$ cat src/verilog/rtc_host_pkg.sv
package rtc_host_pkg;

	// ==========================================================
	// timing
	localparam int CLK_NS      = 100;
	localparam int T_ACC_NS    = 120;
	localparam int T_WP_NS     = 100;
	localparam int SYNC_STAGES = 3;
	localparam int ACC_CYC     = (T_ACC_NS + CLK_NS - 1) / CLK_NS;
	localparam int WP_CYC      = (T_WP_NS + CLK_NS - 1) / CLK_NS;
	localparam logic [2:0] RD_STROBE_LAST = 3'(ACC_CYC + SYNC_STAGES - 1);
	localparam logic [2:0] WR_STROBE_LAST = 3'(WP_CYC - 1);

	// ==========================================================
	// sequence steps: 0 opening read, 1..64 key, 65..128 data
	localparam int ADDR_W = 13;
	localparam logic [7:0] STEP_OPEN  = 8'h00;
	localparam logic [7:0] STEP_DATA0 = 8'h41;
	localparam logic [7:0] STEP_LAST  = 8'h80;

	// ==========================================================
	// register offsets and fields
	localparam logic [7:0] OFS_CTRL    = 8'h00;
	localparam logic [7:0] OFS_STATUS  = 8'h04;
	localparam logic [7:0] OFS_ADDR    = 8'h08;
	localparam logic [7:0] OFS_WDATA   = 8'h0C;
	localparam logic [7:0] OFS_TIME_LO = 8'h10;
	localparam logic [7:0] OFS_TIME_HI = 8'h14;
	localparam logic [7:0] OFS_RDATA   = 8'h18;
	localparam int CTRL_START  = 0;
	localparam int CTRL_OP_LO  = 1;
	localparam int CTRL_RST    = 3;
	localparam int STAT_BUSY   = 0;
	localparam int STAT_DONE   = 1;
	localparam logic [ADDR_W-1:0] ADDR_RESET = 13'h0000;

	typedef enum logic [1:0] {
		OP_CLK_READ  = 2'b00,
		OP_CLK_WRITE = 2'b01,
		OP_RAM_READ  = 2'b10,
		OP_RAM_WRITE = 2'b11
	} op_e;

	typedef enum logic [1:0] {
		ST_IDLE   = 2'b00,
		ST_SETUP  = 2'b01,
		ST_STROBE = 2'b10,
		ST_RECOV  = 2'b11
	} state_e;

	typedef struct packed {
		logic              ce_n;
		logic              oe_n;
		logic              we_n;
		logic [ADDR_W-1:0] addr;
		logic [7:0]        dq_out;
		logic              dq_oe;
	} sram_out_s;

endpackage : rtc_host_pkg
$ cat src/verilog/rtc_host.sv
// Notes on behaviour
// - 64 matching key writes on lsb unlock
// - opening read resets the key pointer
// - key writes use one scratch address
// - one bit per cycle; read drives, write accepts
// - host moves whole 8-bit register groups
// - order bit 0 reg 0 to bit 7 reg 7
// - read is output enable low, write enable high
// - write spans both strobes low
//
// The address map and the AHB-Lite slave port were decided locally.
module rtc_host #(
	parameter logic [63:0] KEY = 64'h0123_4567_89AB_CDEF
) (
	input  wire logic                             hclk,
	input  wire logic                             hresetn,
	input  wire logic                             hsel,
	input  wire logic [7:0]                       haddr,
	input  wire logic [1:0]                       htrans,
	input  wire logic                             hwrite,
	input  wire logic [2:0]                       hsize,
	input  wire logic [31:0]                      hwdata,
	input  wire logic                             hready,
	output logic                                  hreadyout,
	output logic      [31:0]                      hrdata,
	output logic                                  hresp,
	output rtc_host_pkg::sram_out_s               sram_out,
	input  wire logic [7:0]                       dq_in,
	output logic                                  rst_pin_n
);

	// ==========================================================
	// state
	rtc_host_pkg::state_e        state_reg;
	rtc_host_pkg::op_e           op_reg;
	rtc_host_pkg::sram_out_s     pins_reg;
	logic [7:0]                  step_reg;
	logic [2:0]                  cnt_reg;
	logic [12:0]                 addr_reg;
	logic [7:0]                  wdata_reg;
	logic [63:0]                 time_reg;
	logic [7:0]                  rdata_reg;
	logic                        rst_ctrl_reg;
	logic                        done_reg;
	logic [31:0]                 hrdata_reg;
	logic                        wr_pend_reg;
	logic [7:0]                  wr_addr_reg;
	logic [7:0]                  dq_s1_reg;
	logic [7:0]                  dq_s2_reg;
	logic [7:0]                  dq_s3_reg;

	// ==========================================================
	// ahb decode
	wire       addr_phase = hsel && hready && htrans[1];
	wire       wr_ctrl    = wr_pend_reg && (wr_addr_reg == rtc_host_pkg::OFS_CTRL);
	wire       idle       = (state_reg == rtc_host_pkg::ST_IDLE);
	wire       start      = wr_ctrl && hwdata[rtc_host_pkg::CTRL_START] && idle;
	wire       done_clr   = wr_pend_reg && (wr_addr_reg == rtc_host_pkg::OFS_STATUS)
	                        && hwdata[rtc_host_pkg::STAT_DONE];
	wire       wr_idle    = wr_pend_reg && idle;
	wire [31:0] status_w  = {30'h0000_0000, done_reg, !idle};

	function automatic logic [31:0] read_mux(input logic [7:0] a);
		unique case (a)
			rtc_host_pkg::OFS_CTRL:    read_mux = {28'h000_0000, rst_ctrl_reg, op_reg, 1'b0};
			rtc_host_pkg::OFS_STATUS:  read_mux = status_w;
			rtc_host_pkg::OFS_ADDR:    read_mux = {19'h0_0000, addr_reg};
			rtc_host_pkg::OFS_WDATA:   read_mux = {24'h00_0000, wdata_reg};
			rtc_host_pkg::OFS_TIME_LO: read_mux = time_reg[31:0];
			rtc_host_pkg::OFS_TIME_HI: read_mux = time_reg[63:32];
			rtc_host_pkg::OFS_RDATA:   read_mux = {24'h00_0000, rdata_reg};
			default:                   read_mux = 32'h0000_0000;
		endcase
	endfunction : read_mux

	// ==========================================================
	// sequence decode
	wire       is_ram   = op_reg[1];
	wire       is_rd    = is_ram ? (op_reg == rtc_host_pkg::OP_RAM_READ)
	                    : ((step_reg == rtc_host_pkg::STEP_OPEN)
	                    || ((step_reg >= rtc_host_pkg::STEP_DATA0)
	                    && (op_reg == rtc_host_pkg::OP_CLK_READ)));
	wire       in_key   = !is_ram && (step_reg != rtc_host_pkg::STEP_OPEN)
	                    && (step_reg < rtc_host_pkg::STEP_DATA0);
	wire [5:0] bit_idx  = step_reg[5:0] - 6'd1;
	wire       last     = is_ram || (step_reg == rtc_host_pkg::STEP_LAST);
	wire       dq_ok    = (dq_s2_reg == dq_s3_reg);
	wire       str_end  = (state_reg == rtc_host_pkg::ST_STROBE) && (cnt_reg == 3'd0)
	                    && !(is_rd && !dq_ok);
	wire       key_bit  = KEY[bit_idx];
	wire [7:0] drv_byte = is_ram ? wdata_reg
	                    : {7'h00, in_key ? key_bit : time_reg[bit_idx]};

	assign hreadyout = 1'b1;
	assign hresp     = 1'b0;
	assign hrdata    = hrdata_reg;
	assign sram_out  = pins_reg;
	assign rst_pin_n = !rst_ctrl_reg;

	// ==========================================================
	// bus slave registers
	always_ff @(posedge hclk or negedge hresetn) begin
		if (!hresetn) begin
			wr_pend_reg  <= 1'b0;
			wr_addr_reg  <= 8'h00;
			hrdata_reg   <= 32'h0000_0000;
			rst_ctrl_reg <= 1'b0;
			op_reg       <= rtc_host_pkg::OP_CLK_READ;
			addr_reg     <= rtc_host_pkg::ADDR_RESET;
			wdata_reg    <= 8'h00;
			done_reg     <= 1'b0;
		end else begin
			wr_pend_reg <= addr_phase && hwrite;
			wr_addr_reg <= haddr;
			if (addr_phase && !hwrite) begin
				hrdata_reg <= read_mux(haddr);
			end
			if (wr_ctrl) begin
				rst_ctrl_reg <= hwdata[rtc_host_pkg::CTRL_RST];
			end
			if (wr_ctrl && idle) begin
				op_reg <= rtc_host_pkg::op_e'(hwdata[rtc_host_pkg::CTRL_OP_LO +: 2]);
			end
			if (wr_idle && (wr_addr_reg == rtc_host_pkg::OFS_ADDR)) begin
				addr_reg <= hwdata[12:0];
			end
			if (wr_idle && (wr_addr_reg == rtc_host_pkg::OFS_WDATA)) begin
				wdata_reg <= hwdata[7:0];
			end
			// set wins over clear
			if ((state_reg == rtc_host_pkg::ST_RECOV) && last) begin
				done_reg <= 1'b1;
			end else if (done_clr) begin
				done_reg <= 1'b0;
			end
		end
	end

	// ==========================================================
	// data line synchroniser, three stages
	always_ff @(posedge hclk or negedge hresetn) begin
		if (!hresetn) begin
			dq_s1_reg <= 8'h00;
			dq_s2_reg <= 8'h00;
			dq_s3_reg <= 8'h00;
		end else begin
			dq_s1_reg <= dq_in;
			dq_s2_reg <= dq_s1_reg;
			dq_s3_reg <= dq_s2_reg;
		end
	end

	// ==========================================================
	// time buffer: software load or serial capture
	always_ff @(posedge hclk or negedge hresetn) begin
		if (!hresetn) begin
			time_reg  <= 64'h0000_0000_0000_0000;
			rdata_reg <= 8'h00;
		end else begin
			if (wr_idle && (wr_addr_reg == rtc_host_pkg::OFS_TIME_LO)) begin
				time_reg[31:0] <= hwdata;
			end
			if (wr_idle && (wr_addr_reg == rtc_host_pkg::OFS_TIME_HI)) begin
				time_reg[63:32] <= hwdata;
			end
			if (str_end && is_rd && !is_ram && !in_key
			    && (step_reg != rtc_host_pkg::STEP_OPEN)) begin
				time_reg[bit_idx] <= dq_s3_reg[0];
			end
			if (str_end && is_rd && is_ram) begin
				rdata_reg <= dq_s3_reg;
			end
		end
	end

	// ==========================================================
	// cycle sequencer
	always_ff @(posedge hclk or negedge hresetn) begin
		if (!hresetn) begin
			state_reg <= rtc_host_pkg::ST_IDLE;
			step_reg  <= 8'h00;
			cnt_reg   <= 3'd0;
			pins_reg  <= '{1'b1, 1'b1, 1'b1, 13'h0000, 8'h00, 1'b0};
		end else begin
			unique case (state_reg)
				rtc_host_pkg::ST_IDLE: begin
					if (start) begin
						state_reg <= rtc_host_pkg::ST_SETUP;
						step_reg  <= rtc_host_pkg::STEP_OPEN;
						pins_reg.addr <= addr_reg;
					end
				end
				rtc_host_pkg::ST_SETUP: begin
					state_reg       <= rtc_host_pkg::ST_STROBE;
					cnt_reg         <= is_rd ? rtc_host_pkg::RD_STROBE_LAST
					                         : rtc_host_pkg::WR_STROBE_LAST;
					pins_reg.ce_n   <= 1'b0;
					pins_reg.oe_n   <= !is_rd;
					pins_reg.we_n   <= is_rd;
					pins_reg.dq_out <= drv_byte;
					pins_reg.dq_oe  <= !is_rd;
				end
				rtc_host_pkg::ST_STROBE: begin
					if (str_end) begin
						state_reg     <= rtc_host_pkg::ST_RECOV;
						pins_reg.ce_n <= 1'b1;
						pins_reg.oe_n <= 1'b1;
						pins_reg.we_n <= 1'b1;
					end else if (cnt_reg != 3'd0) begin
						cnt_reg <= cnt_reg - 3'd1;
					end
				end
				rtc_host_pkg::ST_RECOV: begin
					// whole groups: clock transfers stop only after bit 63, ram transfers after their one byte
					pins_reg.dq_oe <= 1'b0;
					state_reg      <= last ? rtc_host_pkg::ST_IDLE : rtc_host_pkg::ST_SETUP;
					step_reg       <= last ? step_reg : step_reg + 8'd1;
				end
			endcase
		end
	end
endmodule : rtc_host

$ cat config.mk
export PLATFORM = sky130hd
export DESIGN_NAME = rtc_host
export DESIGN_NICKNAME = d
export VERILOG_FILES = /design/src/verilog/rtc_host_pkg.sv /design/src/verilog/rtc_host.sv
export SDC_FILE = /design/constraint.sdc
export NUM_CORES = 1
export LEC_CHECK = 0
export ABC_AREA = 1
export BUFFER_PORTS_ARGS = -buffer_cell sky130_fd_sc_hd__buf_2
export CORE_MARGIN = 2
export CORE_UTILIZATION = 24
export DETAILED_ROUTE_END_ITERATION = 16
export GPL_TIMING_DRIVEN = 0
export SYNTH_ARGS = -nofsm -noshare
export SYNTH_HDL_FRONTEND = slang
export SYNTH_SLANG_ARGS = --single-unit
$ cat constraint.sdc
create_clock -name hclk -period 2.5 [get_ports hclk]
set_input_delay 0.125 -clock hclk [delete_from_list [all_inputs] [get_ports hclk]]
set_output_delay 0.125 -clock hclk [all_outputs]
set_load 0.03 [all_outputs]
==> impl_metrics.env, run 1 <==
export IMPL_synth_cells=1475
export IMPL_grt_setup_unrepaired="yes"
export IMPL_dr_pass1_iters=6
export IMPL_cp_end_kind="flop"
export IMPL_yosys_area_share_xor_xnor_pct=0.7986
export IMPL_cp_common_cell="nand2_1"
export IMPL_grt_max_degree=120
export IMPL_htreeDepth=4
export IMPL_grt_pass1_vias=10450
export IMPL_synth_compound_area_share_pct=9.903
export IMPL_antenna_found_initial=0
export IMPL_ant_nets=0
export IMPL_drv_slew=0
export IMPL_drive_above_1_share_pct=16.12
export IMPL_synth_top_cell_by_area="dfrtp_1"
export IMPL_grt_util_all_layers_pct=16.84
export IMPL_insertion_delay_ns=0.47
export IMPL_syn_num_nets=1546
export IMPL_area_delta_synth_final_pct=23.05
export IMPL_cts_buffers=17
export IMPL_largest_register_ffs=64
export IMPL_synthFlopType="dfrtp_1"
export IMPL_tightest_slew_ns=0.7705
export IMPL_portBuffers=111
export IMPL_max_stage_delay_ns=0.43
export IMPL_setup_slack_ns=0.06674
export IMPL_finalWirelength_um=40160
export IMPL_grt_pass1_wl_um=61240
export IMPL_timing_setup_critical_path_class="flop to flop"
export IMPL_hold_ws_ns=0.02357
export IMPL_core_area_um2=45280
export IMPL_hp_class="input pin to flop"
export IMPL_layout_nets=1708
export IMPL_wl_per_cell_um=17.85
export IMPL_clock_sinks=200
export IMPL_final_common_cell="nand2_1"
export IMPL_startpoint_type="flop"
export IMPL_place_congestion=0.9473
export IMPL_hold_viol=0
export IMPL_yosysTopAreaCellShare_pct=44.95
export IMPL_cp_slowest_cell="dfrtp_2"
export IMPL_fin_crit_ns=2.433
export IMPL_critPathMaxFanout=10
export IMPL_tritoncts="yes"
export IMPL_n_antenna_cell=0
export IMPL_vias_per_cell=4.847
export IMPL_first_iter_violations=1028
export IMPL_yosysWarnings=0
export IMPL_synthTopCellsByArea="dfrtp_1 45%, nand2_1 19%, o21ai_0 7.1%, nand3_1 5.8%, nand4_1 4.3%"
export IMPL_synthMuxAreaShare_pct=0.5134
export IMPL_max_slew_margin_pct=48.44
export IMPL_die_h_um=217.8
export IMPL_synth_edff_count=0
export IMPL_ir_drop_mv=0.4522
export IMPL_final_cell_mix="557 x nand2_1, 195 x dfrtp_1, 155 x o21ai_0"
export IMPL_leakage_nw=6.993
export IMPL_async_flop_share_pct=100.0
export IMPL_p_per_area_nw_per_um2=613.9
export IMPL_synth_top_family_by_area="simple AND/OR/NAND/NOR gates"
export IMPL_yosys_area_share_simple_pct=32.94
export IMPL_synth_area_per_cell_um2=7.435
export IMPL_ys_ff_latch=200
export IMPL_die_w_um=217.8
export IMPL_setup_viol=0
export IMPL_period_share_pct=97.33
export IMPL_initial_core_util_pct=24.22
export IMPL_clock_path_buffers=2
export IMPL_fmaxAchievable_mhz=411.0
export IMPL_place_hpwl_um=30380
export IMPL_rows=78
export IMPL_required_ns=2.86
export IMPL_pin_count=118
export IMPL_yosysSeqAreaShare_pct=45.67
export IMPL_syn_area_um2=10970
export IMPL_drc=0
export IMPL_synthDistinctLibCells=40
export IMPL_path_cells="inv_4, buf_12, ha_4, nand2_1, nand2_4, nand2_1, nor2_2, buf_2, nand3_1, nand2_1, nand2_1"
export IMPL_synth_fa_ha_area_share_pct=1.483
export IMPL_status="complete, no violations"
export IMPL_maxCapViolCount=0
export IMPL_fin_util_pct=29.80
export IMPL_place_ws_ns=-1.193
export IMPL_clock_skew_ns=0.01904
export IMPL_dr_total_vias=10910
export IMPL_cts_root_buf="clkbuf_16"
export IMPL_grt_overflow_total=0
export IMPL_crit_arrival_ns=2.80
export IMPL_cts_clk_slew_worst_paths_ns=0.09
export IMPL_floorplan_die_area_um2=47420
[repair_timing]
action                                  in CTS  in global routing
hold endpoints to repair                    98                  0
setup buffers                                5                  3
gates resized for setup                     32                 35
pin swaps                                    6                  6
cloned                                       0                  3
hold buffers                                21                  0
endpoints found under the setup margin      88                 78
[worst max-delay path, delay by kind of cell, from the launching register on]
kind                       cells  cell delay, ns
and+or+nand+nor                7            1.14
adders and majority gates      1            0.17
buffers and inverters          3            0.57
DFF                            1            0.43
[final cells by class]
type | count | area [um2]
Buffer | 89 | 549.3
Clock buffer | 17 | 425.4
Clock inverter | 15 | 206.4
Fill cell | 4909 | 31790
Inverter | 120 | 459.2
Multi-Input combinational cell | 1065 | 5154
Sequential cell | 200 | 5011
Tap cell | 600 | 750.7
Timing Repair Buffer | 144 | 938.4
[synthesized netlist by cell type, drive strengths merged (3+ instances only)]
| cell type | instances |
|---|---|
| a21oi | 11 |
| a32o | 12 |
| buf | 49 |
| clkbuf | 41 |
| dfrtp | 197 |
| dfstp | 3 |
| ha | 13 |
| inv | 119 |
| mux2 | 5 |
| nand2 | 565 |
| nand3 | 126 |
| nand4 | 75 |
| nor2 | 47 |
| nor3 | 14 |
| nor4 | 4 |
| o21ai | 160 |
| o22ai | 9 |
| o31ai | 3 |
| or2 | 3 |
| xnor2 | 6 |
| xor2 | 4 |
[power breakdown]
part | leakage (nW) | total (W) | switching (W) | internal, W
Sequential | 2.20 | 0.00356 | 0.000120 | 0.00344
Clock | 0.304 | 0.00297 | 0.00157 | 0.00141
Combinational | 4.49 | 0.00175 | 0.00123 | 0.000516
Total | 6.99 | 0.00828 | 0.00292 | 0.00536
[metrics by stage]
step / setup TNS (ns) / instances / instance area (um2) / power (W)
after floorplan: -0.003276 / 1475 / 10970 / 0.004679
after CTS: 0 / 2244 / 13300 / 0.008337
after global placement: -489.01 / 2186 / 12270 / 0.005239
final: 0 / 2250 / 13490 / 0.008284
after global routing: -0.004034 / 2250 / 13490 / 0.008688
after detailed placement: -66.73 / 2187 / 12310 / 0.005281
[routing by layer]
metal | wire (um) | share of wire (%) | vias to the layer above | GRT usage, %
met5 | 0 | 0 | - | 0
met4 | 1224 | 3.0 | 0 | 5.918
met3 | 2566 | 6.4 | 80 | 2.343
met2 | 19270 | 48 | 448 | 28.44
met1 | 17090 | 43 | 5226 | 22.01
li1 | - | - | 5151 | -
[path summary, 6_finish.rpt]
check                      slack, ns               startpoint                      end  cells after the start
min in group asynchronous       0.23                  hresetn  sram_out[7]$_DFFE_PN0P_                      2
max in group asynchronous       1.23                  hresetn   time_reg[54]$_DFF_PN0_                      3
max                             0.07  step_reg[0]$_DFFE_PN0P_   time_reg[49]$_DFF_PN0_                     11
min reg2reg                     0.35   dq_s1_reg[7]$_DFF_PN0_   dq_s2_reg[7]$_DFF_PN0_                      0
max reg2reg                     0.07  step_reg[0]$_DFFE_PN0P_   time_reg[49]$_DFF_PN0_                     11
min                             0.02                hwdata[6]  addr_reg[6]$_DFFE_PN0P_                      3
[logic make-up (layout without fill, tap and decap cells)]
group           after synthesis  after routing
simple gates                837            837
buf+inv                     210            385
flops                       200            200
compound gates              198            198
fa+ha+maj                    13             13
xor+xnor                     10             10
mux                           5              5
other cells                   2              2
Note: power is estimated with default switching activity, not from simulation.
==> run 2, diff against run 1 <==
--- a/config.mk
+++ b/config.mk
@@ -7,7 +7,6 @@
 export LEC_CHECK = 0
 export ABC_AREA = 1
 export BUFFER_PORTS_ARGS = -buffer_cell sky130_fd_sc_hd__buf_2
-export CORE_MARGIN = 2
 export CORE_UTILIZATION = 24
 export DETAILED_ROUTE_END_ITERATION = 16
 export GPL_TIMING_DRIVEN = 0
==> run 2 against run 1 <==
Net effect: die area decreased by 1.8%; maximum frequency increased by 1.1%; first-iteration DRC count decreased by 13%; non-clock buffer count increased by 14; clock-buffer cell count unchanged; cell area increased by 1.9%; largest power group unchanged; flip-flop and latch count unchanged; cell count increased by 0.31%.
==> impl_metrics.env, run 2 (synthesis results as in run 1) <==
export IMPL_status="complete, no violations"
export IMPL_period_share_pct=96.28
export IMPL_multiInputGateArea_um2=5175
export IMPL_die_h_um=215.8
export IMPL_n_antenna_cell=0
export IMPL_layout_nets=1723
export IMPL_required_ns=2.86
export IMPL_tritoncts="yes"
export IMPL_startpoint_type="flop"
export IMPL_power_total_w=0.008230
export IMPL_area_delta_synth_final_pct=25.33
export IMPL_dr_pass1_iters=6
export IMPL_core_area_um2=44610
export IMPL_grt_max_degree=114
export IMPL_clock_path_buffers=2
export IMPL_vias_per_cell=4.850
export IMPL_htreeDepth=4
export IMPL_fin_area_um2=13740
export IMPL_cts_clk_slew_worst_paths_ns=0.08
export IMPL_setup_viol=0
export IMPL_fin_tns_setup_ns=0
export IMPL_hold_ws_ns=0.02615
export IMPL_grt_pass1_wl_um=62950
export IMPL_p_per_area_nw_per_um2=598.8
export IMPL_n_fill_cell=4793
export IMPL_hp_class="input pin to flop"
export IMPL_maxCapViolCount=0
export IMPL_ant_nets=0
export IMPL_place_hpwl_um=30340
export IMPL_crit_arrival_ns=2.77
export IMPL_drv_slew=0
export IMPL_insertion_delay_ns=0.47
export IMPL_drive_above_1_share_pct=17.48
export IMPL_finalWirelength_um=40780
export IMPL_fin_crit_ns=2.407
export IMPL_final_common_cell="nand2_1"
export IMPL_first_iter_violations=896
export IMPL_die_w_um=215.8
export IMPL_portBuffers=111
export IMPL_timing_setup_critical_path_class="flop to flop"
export IMPL_wl_per_cell_um=18.07
export IMPL_initial_core_util_pct=24.59
export IMPL_clock_sinks=200
export IMPL_grt_util_all_layers_pct=17.63
export IMPL_pin_count=118
export IMPL_ir_drop_mv=0.5023
export IMPL_grt_setup_unrepaired="yes"
export IMPL_dr_total_vias=10950
export IMPL_critPathMaxFanout=10
export IMPL_leakage_nw=7.097
export IMPL_cp_end_kind="flop"
export IMPL_post_dp_cell_area_um2=12330
export IMPL_place_congestion=0.9370
export IMPL_final_cell_mix="556 x nand2_1, 195 x dfrtp_1, 154 x o21ai_0"
export IMPL_drc=0
export IMPL_floorplan_die_area_um2=46550
export IMPL_rows=77
export IMPL_hold_viol=0
export IMPL_final_seq_area_um2=5011
export IMPL_grt_pass1_vias=10560
export IMPL_largest_register_ffs=64
export IMPL_antenna_found_initial=0
export IMPL_tightest_slew_ns=0.7936
export IMPL_cts_buffers=17
export IMPL_max_slew_margin_pct=46.90
export IMPL_grt_overflow_total=0
export IMPL_cts_root_buf="clkbuf_16"
export IMPL_fmaxAchievable_mhz=415.5
export IMPL_clock_skew_ns=0.01259
[run 2: changes by cell type in the layout (fill, tap and decap cells not counted), sizes merged]
| cell | before | now |
|---|---|---|
| clkinvlp | 2 | 3 |
| buf | 164 | 178 |
| inv | 130 | 125 |
| clkinv | 3 | 8 |
[run 2: layout make-up]
cell class | instances | share of cell area (%)
clock inverter | 15 | 1.375
multi-input combinational | 1065 | 37.65
tap | 592 | 5.389
inverter | 120 | 3.350
buffer | 89 | 4.415
timing repair buffer | 158 | 8.229
clock buffer | 17 | 3.095
sequential | 200 | 36.46
timing repair inverter | 1 | 0.03641
[run 2: metal layers]
layer  vias up  GRT usage [%]  share of wire [%]
li1       5179              -                  -
met1      5222          23.19                 43
met2       452          28.18                 47
met3        93          3.383                6.6
met4         0          7.447                3.9
met5         -              0                  0
[run 2: worst paths after layout]
| path | start | endpoint | slack, ns | depth (start not counted) |
|---|---|---|---|---|
| hold reg to reg | dq_s1_reg[6]$_DFF_PN0_ | dq_s2_reg[6]$_DFF_PN0_ | 0.35 | 0 |
| setup / recovery | step_reg[0]$_DFFE_PN0P_ | time_reg[8]$_DFF_PN0_ | 0.09 | 16 |
| setup reg to reg | step_reg[0]$_DFFE_PN0P_ | time_reg[8]$_DFF_PN0_ | 0.09 | 16 |
| max in group asynchronous | hresetn | dq_s3_reg[2]$_DFF_PN0_ | 1.36 | 4 |
| hold / removal | hwdata[4] | wdata_reg[4]$_DFFE_PN0P_ | 0.03 | 3 |
| min in group asynchronous | hresetn | sram_out[4]$_DFFE_PN0P_ | 0.30 | 3 |
[run 2: repair_timing]
| item | CTS | global route |
|---|---|---|
| hold buffers | 21 | 0 |
| hold endpoints to repair | 129 | 0 |
| pin swaps | 8 | 7 |
| buffers inserted | 10 | 8 |
| gates resized for setup | 41 | 57 |
| endpoints found under the setup margin | 88 | 82 |
| cloned | 1 | 6 |
[run 2: metrics by stage]
stage	util, %	setup WS [ns]	instances
final	30.81	0.09298	2257
after global routing	30.81	-0.05911	2257
after CTS	30.05	0.007625	2244
after detailed placement	27.64	-1.185	2180
after global placement	27.49	-2.184	2178
after floorplan	-	-0.003276	1475
[run 2: worst max-delay path, stage by stage (launching register included)]
cell     delay, ns
dfrtp_2       0.43
inv_4         0.08
buf_8         0.10
buf_12        0.10
ha_4          0.16
nand2_4       0.06
inv_2         0.06
nand3_2       0.09
o21ai_2       0.15
nand4_1       0.22
nor2_4        0.18
buf_12        0.15
buf_12        0.13
buf_8         0.13
nand3_1       0.07
nand2_1       0.10
nand2_1       0.05
[run 2: power breakdown]
part | switching (W) | internal (W)
Clock | 0.00152 | 0.00137
Sequential | 0.000122 | 0.00344
Combinational | 0.00124 | 0.000539
Total | 0.00288 | 0.00535
